--- src/ctp_pkg.sv ---
// Package for the cascaded 16-bit timer with PWM output.
// Assumes a single 200 MHz core clock drives every user of these constants.
package ctp_pkg;

    // Counting modes of the cascaded pair.
    typedef enum logic [1:0] {
        CTP_MODE_TIMER = 2'b00,
        CTP_MODE_EVENT = 2'b01,
        CTP_MODE_PWM   = 2'b10
    } ctp_mode_t;

    // Source clock selection codes.
    localparam logic [2:0] CTP_SRC_DIV11 = 3'h0;
    localparam logic [2:0] CTP_SRC_DIV7  = 3'h1;
    localparam logic [2:0] CTP_SRC_DIV5  = 3'h2;
    localparam logic [2:0] CTP_SRC_DIV3  = 3'h3;
    localparam logic [2:0] CTP_SRC_FS    = 3'h4;
    localparam logic [2:0] CTP_SRC_DIV1  = 3'h5;
    localparam logic [2:0] CTP_SRC_FC    = 3'h6;

    // Prescaler tap positions: fc/2^n taps bit n-1 of the divider.
    localparam int          CTP_TAP_DIV11   = 10;
    localparam int          CTP_TAP_DIV7    = 6;
    localparam int          CTP_TAP_DIV5    = 4;
    localparam int          CTP_TAP_DIV3    = 2;
    localparam int          CTP_TAP_FS_DIV3 = 2;
    localparam int          CTP_TAP_DIV1    = 0;
    localparam int          CTP_DIV_W       = 11;

    // Reset values.
    localparam logic [15:0] CTP_CNT_RST = 16'h0000;
    localparam logic [15:0] CTP_CMP_RST = 16'h0000;
    localparam logic [15:0] CTP_DUTY_RST = 16'h0000;
    localparam logic        CTP_FF_RST  = 1'b0;

    // Byte-write bus from the core.
    typedef struct packed {
        logic       wr_low;
        logic       wr_high;
        logic [7:0] data;
    } ctp_bytewr_t;

    // Control bits of the upper unit's control register.
    typedef struct packed {
        logic       ff_init;
        logic       run;
        ctp_mode_t  mode;
        logic [2:0] src;
        logic       div_sel;
        logic       slow_mode;
    } ctp_ctrl_t;

endpackage

--- src/ctp_tick_gen.sv ---
// Prescaler that turns the core clock and a low-frequency tick into one
// counting tick for the cascaded timer.
// Assumes the high and low frequency clocks arrive as one-cycle enables.
`timescale 1ns/100ps
module ctp_tick_gen
    import ctp_pkg::*;
(
    input  wire logic       core_clk_i,
    input  wire logic       rst_n_i,
    input  wire logic       fc_tick_i,
    input  wire logic       fs_tick_i,
    input  wire logic [2:0] src_i,
    input  wire logic       div_sel_i,
    input  wire logic       slow_mode_i,
    output logic            tick_o
);

    typedef struct packed {
        logic [CTP_DIV_W-1:0] fc_div;
        logic [2:0]           fs_div;
    } ctp_tick_state_t;

    ctp_tick_state_t st;
    ctp_tick_state_t next_st;
    logic [CTP_DIV_W-1:0] fc_rise;
    logic [2:0]           fs_rise;

    // Rising transitions of each divider bit mark one divided tick.
    always_comb
    begin
        next_st = st;
        if (fc_tick_i)
        begin
            next_st.fc_div = st.fc_div + 1'b1;
        end
        if (fs_tick_i)
        begin
            next_st.fs_div = st.fs_div + 1'b1;
        end
        fc_rise = next_st.fc_div & ~st.fc_div;
        fs_rise = next_st.fs_div & ~st.fs_div;
    end

    always_comb
    begin
        tick_o = 1'b0;
        if (slow_mode_i)
        begin
            // Only the low-frequency sources survive in slow and sleep modes.
            if (src_i == CTP_SRC_DIV11)
            begin
                tick_o = fs_rise[CTP_TAP_FS_DIV3];
            end
            else if (src_i == CTP_SRC_FS)
            begin
                tick_o = fs_tick_i;
            end
        end
        else
        begin
            unique case (src_i)
                CTP_SRC_DIV11: tick_o = div_sel_i ? fs_rise[CTP_TAP_FS_DIV3] : fc_rise[CTP_TAP_DIV11];
                CTP_SRC_DIV7:  tick_o = fc_rise[CTP_TAP_DIV7];
                CTP_SRC_DIV5:  tick_o = fc_rise[CTP_TAP_DIV5];
                CTP_SRC_DIV3:  tick_o = fc_rise[CTP_TAP_DIV3];
                CTP_SRC_FS:    tick_o = fs_tick_i;
                CTP_SRC_DIV1:  tick_o = fc_rise[CTP_TAP_DIV1];
                CTP_SRC_FC:    tick_o = fc_tick_i;
                default:       tick_o = 1'b0;
            endcase
        end
    end

    // The prescaler runs freely so that every source stays phase-stable.
    always_ff @(posedge core_clk_i or negedge rst_n_i)
    begin
        if (!rst_n_i)
        begin
            st <= '0;
        end
        else
        begin
            st <= next_st;
        end
    end

endmodule // ctp_tick_gen

--- src/ctp_cascade_timer.sv ---
// Cascaded 16-bit timer, event counter and PWM generator.
// Assumes byte writes from the core, one core clock, and an async event pin.
`timescale 1ns/100ps
module ctp_cascade_timer
    import ctp_pkg::*;
(
    input  wire logic        core_clk_i,
    input  wire logic        nrst_i,
    input  wire logic        fc_tick_i,
    input  wire logic        fs_tick_i,
    input  wire logic        event_pin_i,
    input  wire ctp_ctrl_t   ctrl_i,
    input  wire logic        ctrl_wr_i,
    input  wire ctp_bytewr_t cmp_wr_i,
    input  wire ctp_bytewr_t duty_wr_i,
    output logic [15:0]      duty_rd_o,
    output logic [15:0]      count_o,
    output logic             cascade_match_irq_o,
    output logic             lower_unit_irq_o,
    output logic             output_flipflop_o,
    output logic             pwm_out_pin_o
);

    typedef struct packed {
        logic [2:0]  evt_sync;
        logic        evt_level;
        logic        run;
        logic        ff;
        logic [15:0] count;
        logic [15:0] compare;
        logic [15:0] duty_active;
        logic [15:0] duty_shadow;
        logic        irq;
    } ctp_state_t;

    ctp_state_t st;
    ctp_state_t next_st;
    logic [1:0] rst_sync;
    logic       rst_n;
    logic       int_tick;
    logic       evt_fall;
    logic       step;

    // Reset is released through two flip-flops so removal is synchronous.
    always_ff @(posedge core_clk_i or negedge nrst_i)
    begin
        if (!nrst_i)
        begin
            rst_sync <= 2'b00;
        end
        else
        begin
            rst_sync <= {rst_sync[0], 1'b1};
        end
    end
    assign rst_n = rst_sync[1];

    ctp_tick_gen u_tick (
        .core_clk_i  (core_clk_i),
        .rst_n_i     (rst_n),
        .fc_tick_i   (fc_tick_i),
        .fs_tick_i   (fs_tick_i),
        .src_i       (ctrl_i.src),
        .div_sel_i   (ctrl_i.div_sel),
        .slow_mode_i (ctrl_i.slow_mode),
        .tick_o      (int_tick)
    );

    // Waiting for two stages to agree costs a cycle, but it rejects a pin caught mid-swing.
    // falling edge once second and third stages agree
    assign evt_fall = (st.evt_sync[2:1] == 2'b00) && st.evt_level;

    // Next-state logic for the whole timer; the register process below only copies it.
    always_comb
    begin
        next_st          = st;
        next_st.irq      = 1'b0;
        next_st.evt_sync = {st.evt_sync[1:0], event_pin_i};
        if (st.evt_sync[2] == st.evt_sync[1])
        begin
            next_st.evt_level = st.evt_sync[2];
        end
        // event mode steps on the pin instead
        step = st.run && ((ctrl_i.mode == CTP_MODE_EVENT) ? evt_fall : int_tick);

        // run bit and flip-flop initial value
        // init only applies while stopped, so a stop keeps the level
        if (ctrl_wr_i)
        begin
            next_st.run = ctrl_i.run;
            if (!st.run && !ctrl_i.run)
            begin
                // software loads the flip-flop initial value
                next_st.ff = ctrl_i.ff_init;
            end
        end

        // compare writes land immediately, no buffering
        if (cmp_wr_i.wr_low)
        begin
            next_st.compare[7:0] = cmp_wr_i.data;
        end
        if (cmp_wr_i.wr_high)
        begin
            next_st.compare[15:8] = cmp_wr_i.data;
        end

        // writes go to the shadow; stopped timer copies at once
        if (duty_wr_i.wr_low)
        begin
            next_st.duty_shadow[7:0] = duty_wr_i.data;
        end
        if (duty_wr_i.wr_high)
        begin
            next_st.duty_shadow[15:8] = duty_wr_i.data;
        end
        if (!st.run)
        begin
            next_st.duty_active = next_st.duty_shadow;
        end

        if (step)
        begin
            unique case (ctrl_i.mode)
                CTP_MODE_PWM:
                begin
                    if (st.count == 16'hFFFF)
                    begin
                        next_st.ff    = ~st.ff;
                        next_st.count = CTP_CNT_RST;
                        next_st.irq   = 1'b1;
                        // shadow moves to active on the interrupt
                        next_st.duty_active = next_st.duty_shadow;
                    end
                    else
                    begin
                        next_st.count = st.count + 16'h0001;
                        if (next_st.count == st.duty_active)
                        begin
                            next_st.ff = ~st.ff;
                        end
                    end
                end
                default:
                begin
                    // event match interrupts and clears
                    // The sum wraps at the top, so a compare of zero gives the full 65536-tick period.
                    if (st.count + 16'h0001 == st.compare)
                    begin
                        next_st.count = CTP_CNT_RST;
                        next_st.irq   = 1'b1;
                    end
                    else
                    begin
                        next_st.count = st.count + 16'h0001;
                    end
                end
            endcase
        end
    end

    // Single state register for the whole timer.
    always_ff @(posedge core_clk_i or negedge rst_n)
    begin
        if (!rst_n)
        begin
            st             <= '0;
            st.evt_sync    <= 3'b111;
            st.evt_level   <= 1'b1;
            st.count       <= CTP_CNT_RST;
            st.compare     <= CTP_CMP_RST;
            st.duty_active <= CTP_DUTY_RST;
            st.duty_shadow <= CTP_DUTY_RST;
            st.ff          <= CTP_FF_RST;
        end
        else
        begin
            st <= next_st;
        end
    end

    // Outputs come from the state register, through at most an inverter, or are tied low, so none of them can glitch.
    // read-back shows the active duty, not the pending one
    assign duty_rd_o           = st.duty_active;
    assign count_o             = st.count;
    assign cascade_match_irq_o = st.irq;
    assign lower_unit_irq_o    = 1'b0;
    assign output_flipflop_o   = st.ff;
    // pin is the inverse of the flip-flop
    assign pwm_out_pin_o       = ~st.ff;

endmodule // ctp_cascade_timer

--- config.mk ---
export PLATFORM = sky130hd
export DESIGN_NAME = ctp_cascade_timer
export DESIGN_NICKNAME = d
export VERILOG_FILES = /design/src/ctp_pkg.sv /design/src/ctp_tick_gen.sv /design/src/ctp_cascade_timer.sv
export SDC_FILE = /design/constraint.sdc
export NUM_CORES = 1
export LEC_CHECK = 0
export BUFFER_PORTS_ARGS = -buffer_cell sky130_fd_sc_hd__buf_2
export CAP_MARGIN = 5
export CORE_MARGIN = 4
export CORE_UTILIZATION = 30
export CTS_BUF_LIST = sky130_fd_sc_hd__clkbuf_4 sky130_fd_sc_hd__clkbuf_8
export DETAILED_ROUTE_END_ITERATION = 7
export PLACE_DENSITY_LB_ADDON = 0.05
export SETUP_SLACK_MARGIN = 0.4
export SLEW_MARGIN = 25
export SYNTH_ARGS = -nofsm -noshare
export SYNTH_HDL_FRONTEND = slang
export SYNTH_SLANG_ARGS = --single-unit
export TNS_END_PERCENT = 20
--- constraint.sdc ---
create_clock -name core_clk_i -period 2.5 [get_ports core_clk_i]
set_input_delay 0.5 -clock core_clk_i [delete_from_list [all_inputs] [get_ports core_clk_i]]
set_output_delay 0.5 -clock core_clk_i [all_outputs]
set_load 0.005 [all_outputs]
; After elaboration in Yosys (flattened, before gate mapping)
; Index checks and enable logic that the tools add are counted.
[word_totals]
ff_bits = 87
in_bits = 35
output_inout_bits = 36
wordCells = 66
[op_classes]
n_addsub = 3
eq_ne = 12
muxes = 26
bitwise_logic = 5
n_reduce_logical = 7
[ops]
columns = operator, n
row1 = $mux 16, 6
row2 = $mux 17, 2
row3 = $eq 16x16->1, 2
row4 = $add 16x1->16 const B, 1
row5 = $eq 16x16->1 const B, 1
row6 = $mux 8, 2
row7 = $mux 1, 13
row8 = $add 11x1->11 const B, 1
row9 = $and 11x11->11, 1
row10 = $mux 11, 1
row11 = $not 11->11, 1
row12 = $eq 3x3->1 const B, 3
row13 = $pmux 1 s7, 1
row14 = $eq 3x2->1 const B, 2
row15 = $add 3x1->3 const B, 1
row16 = $and 3x3->3, 1
row17 = $eq 3x1->1 const B, 1
row18 = $logic_and 1x1->1, 3
row19 = $logic_not 3->1, 1
row20 = $mux 3, 1
row21 = $not 3->3, 1
row22 = $eq 2x1->1 const B, 1
row23 = $eq 2x2->1 const B, 1
row24 = $logic_not 1->1, 2
row25 = other kinds (3), 3

; Longest topological paths before layout
[logic_depth]
word_depth = 9
mapped_depth = 11
ltp_nobuf = 9

; Hierarchy
; A second synthesis with hierarchy kept.
[hier_totals]
cells_unflattened = 462
hier_area_um2 = 4999.8
[by_module_without_submodules]
columns = mod, n_inst, cells_per_inst, area_per_inst_um2, seq_area_each_um2
row1 = ctp_cascade_timer, 1, 397, 4251.6, 1831.8
row2 = ctp_tick_gen, 1, 65, 748.2, 350.3

; Worst setup path before layout
; OpenSTA, ideal clock, no wires.
[synth_timing]
path_type = flip-flop to flip-flop
from = register st (netlist bit count_o[1])
to = register st (netlist bit output_flipflop_o)
setup_ps = 120
t_arrival_ps = 2929
required_ps = 2380
path_slack_ps = -548
stages_incl_launch_ff = 11
n_path_buf = 1
period_less_slack_ps = 3048
cell_sequence = dfrtp_1 ha_1 nand4_2 or3_1 clkbuf_2 xnor2_1 a2111o_1 a2111o_1 o41ai_2 mux2i_1 a31o_1
[synth_rtl]
columns = item, line_no
row1 = from (decl), ctp_cascade_timer.sv:36  ; ctp_state_t st;
row2 = from (signal assigned), ctp_cascade_timer.sv:178  ; st <= next_st;

==> results.yml <==
run_status:
  status: "finished, violations left"
  violations: "negative setup slack"
finish:
  multiInputGateArea_um2: 2580
  syn_to_final_growth_pct: 28.6
  register_area_um2: 2190
  num-fill-cells: 1710
  final_core_util_pct: 39.2
  fin_nets: 633
  diodes: 0
  drive_gt1_share_pct: 46.8
place:
  gp_congestion: 0.823
  dp_hpwl_um: 11300
  port_buffers: 69
clock_network:
  cts.sinks: 87
  cts.clk_slew.worst_paths_ns: 0.10
  cts_tree: "done"
  cts_root_buf: "clkbuf_8"
  clock_latency_ns: 0.37
  clock_path_buffers: 2
  htreeDepth: 3
  cts_made_buffers: 9
route:
  wl_um: 14200
  dr.pass1.iters: 4
  dr_total_vias: 3839
  ant_nets: 0
  drt_iter0_markers: 174
  vias_per_cell: 4.69
  drcViolationCount: 0
  wl_per_cell_um: 17.4
yosys:
  ys_types: 67
  synth_edf_count: 0
  synth.area.top_cells: "dfrtp_1, mux2_2, buf_4"
  ys.flop_type: "dfrtp_1"
  ys_seq_area_share_pct: 43.4
  yosys_warnings: 0
  synth_area_um2: 5020
  avgSynthCellArea_um2: 10.7
  synth_top_area_share_pct: 41.4
  ys_async_sr_fraction_pct: 100
  synth_area_leader_cell: "dfrtp_1"
  ys_ff_latch: 87
  synthCells: 468
  syn_nets: 508
critical_path:
  cp_common_cell: "a2111o_1"
  critPathMaxStageDelay_ns: 0.47
  crit_chain: "nand3_4, or3_4, xnor2_2, a2111o_1, a2111o_1, o41ai_4, mux2i_1, a31o_1"
  critical_path.startpoint: "count_o[5]"
  required_ns: 2.76
  arrival_ns: 2.98
  r2r_cells: 8
  path_max_fanout: 7
  end_kind: "flip-flop"
  critical_path_class: "reg2reg"
  start_kind: "flip-flop"
  reg2reg_from: "count_o[5]"
  critPathSlowestCell: "dfrtp_1"
die:
  core_area_um2: 16500
  dieArea_um2: 18900
  start_util_pct: 30.5
  die_h_um: 137
  io_pins: 71
  fp-row-count: 47
  fp.dieW_um: 137
grt:
  grt_use_total_pct: 15.9
  grt_use_met3_pct: 3.54
  grt_max_degree: 46
  grt_pass1_vias: 4055
  gr-total-overflow: 0
  met1_usage_pct: 21.2
  top_usage_layer: "met2"
  grt_pass1_wl_um: 22500
  met2_usage_pct: 25.8
  antenna_found_initial: 0
power_and_ir_drop:
  powerDensity_nw_per_um2: 719
  leakagePower_nw: 2.84
  netSwitchingFraction_pct: 34.2
  internal_power_mw: 3.05
  p_comb_share_pct: 36.7
  clkPwrFrac_pct: 22.7
  p_seq_share_pct: 40.6
  irDropWorstVdd_mv: 0.274
  power.switching_mw: 1.59
job:
  max-cap-violations: 0
timing:
  rsz0062_at_grt: "true"
  fin_skew_ns: 0.0128
  fin_crit_ns: 2.72
  finalSetupViolCount: 17
  period_share_pct: 109
  drv_slew: 0
  fin_ws_ns: -0.224
  finalSetupTns_ns: -2.37
  fmax_mhz: 367
  hold_viol: 0
  hold_ws_ns: 0.218
min_path:
  min_path_type: "in2reg"
  hold_start: "event_pin_i"
  min_delay_path_depth: 1
==> cells in the final DEF (no fill, tap or decap), types with 3 or more instances in the layout <==
cell	count
mux2i_1	3
xnor2_1	28
mux2_2	48
inv_6	3
inv_1	14
and3_1	5
nand2_1	27
o21ai_0	11
and2_1	3
dfrtp_1	78
xnor3_1	3
clkbuf_8	9
xor2_1	15
nand2b_1	8
buf_4	93
nor3_1	6
a21o_1	9
a211oi_1	3
nor2_1	17
buf_2	69
or3_1	7
ha_1	4
nand4_1	9
nor2b_1	12
nand3_1	9
dfrtp_2	4
nor2_2	3
o2111ai_1	3
buf_12	4
nand4_4	4
a21oi_2	6
a21oi_1	10
nor4_1	4
o32ai_1	3
dfstp_2	4
==> through the flow <==
stage / power, mW / std cells / worst slack [ns] / cell area (µm²)
after CTS: 4.69 / 817 / -0.267 / 6370
after global routing: 4.96 / 818 / -0.340 / 6460
after global placement: 3.53 / 797 / -0.265 / 6060
after detailed placement: 3.54 / 797 / -0.341 / 6060
final: 4.64 / 818 / -0.224 / 6460
after floorplan: 2.90 / 468 / -0.277 / 5080
==> kinds of logic (layout without fill, tap and decap cells) <==
logic type,after synthesis,count (layout),synth area share [%]
flip-flops,87,87,43.4
XOR/XNOR,49,49,9.37
AND/OR/NAND/NOR,136,136,15.8
other,2,2,0.150
adder cells (fa/ha/maj),5,5,1.25
buffers and inverters,69,199,8.35
multiplexers,52,52,11.6
AO/OA/AOI/OAI,68,68,10.0
==> state kept, by name (all words and copies together), names as in the netlist, named ones only <==
register	count
duty_rd_o	16
count_o	16
u_tick.st	7
output_flipflop_o	1
rst_sync	2
cascade_match_irq_o	1
st	35
next_st	2
==> cells in the mapped netlist (all sizes together) (2+ instances only) <==
cell and n:
nand3b 2, o211ai 2, mux2 49, a2111o 2, a211oi 3, nand4 13
nor3b 2, conb 2, xor2 16, ha 5, o2111ai 3, o41ai 3
o21ai 11, o32ai 3, mux2i 3, a21oi 16, inv 14, dfrtp 83
a31o 2, nand3 11, or3 10, and3 5, a31oi 2, nand2b 8
nor3 6, nor2 21, dfstp 4, or2 2, xnor3 3, xnor2 30
a21o 9, and2 4, clkbuf 13, o31ai 2, nor4 6, nand2 28
or4 3, buf 42, nor2b 12
==> repair_timing <==
item                                    4_1_cts  5_1_grt
gates resized for setup                      12       18
endpoints found under the setup margin       34       34
hold endpoints to repair                      2        0
hold buffers                                  1        0
pin swaps                                     7        5
setup buffers                                 3        1
gates cloned                                  0        0
==> routing by layer <==
metal  up-vias  wire (µm)
met5         -          0
met4         0        161
met3        14        596
met2        68       6910
met1      1892       6530
li1       1865          -
==> worst max-delay path, delay by kind of cell (launching register included) <==
family	cells	cell delay, ns
xor+xnor	1	0.14
mux	1	0.12
flops	1	0.47
simple gates	2	0.61
compound gates	4	1.29
==> power by group through the flow <==
stage	logic, mW	clock network [mW]	registers [mW]
floorplan	1.03	0	1.87
global placement	1.62	0	1.91
detailed placement	1.63	0	1.92
CTS	1.68	1.11	1.89
global route	1.88	1.16	1.92
finish	1.70	1.05	1.89
==> layout make-up <==
cell class | count | area share (%)
clock inverter | 7 | 1.20
timing repair buffer | 169 | 17.9
sequential | 87 | 33.9
multi-input combinational | 312 | 40.0
inverter | 14 | 0.813
clock buffer | 9 | 1.92
tap | 220 | 4.26
==> path summary, 6_finish.rpt <==
check / to / slack, ns
setup / recovery: output_flipflop_o / -0.22
hold / removal: next_st[69] / 0.22
setup reg to reg: output_flipflop_o / -0.22
hold reg to reg: asynchronous set/reset pin / 0.24
max in group asynchronous: count_o[9] / 1.69
min in group asynchronous: asynchronous set/reset pin / 0.24
Note: power is estimated with default switching activity, not from simulation.
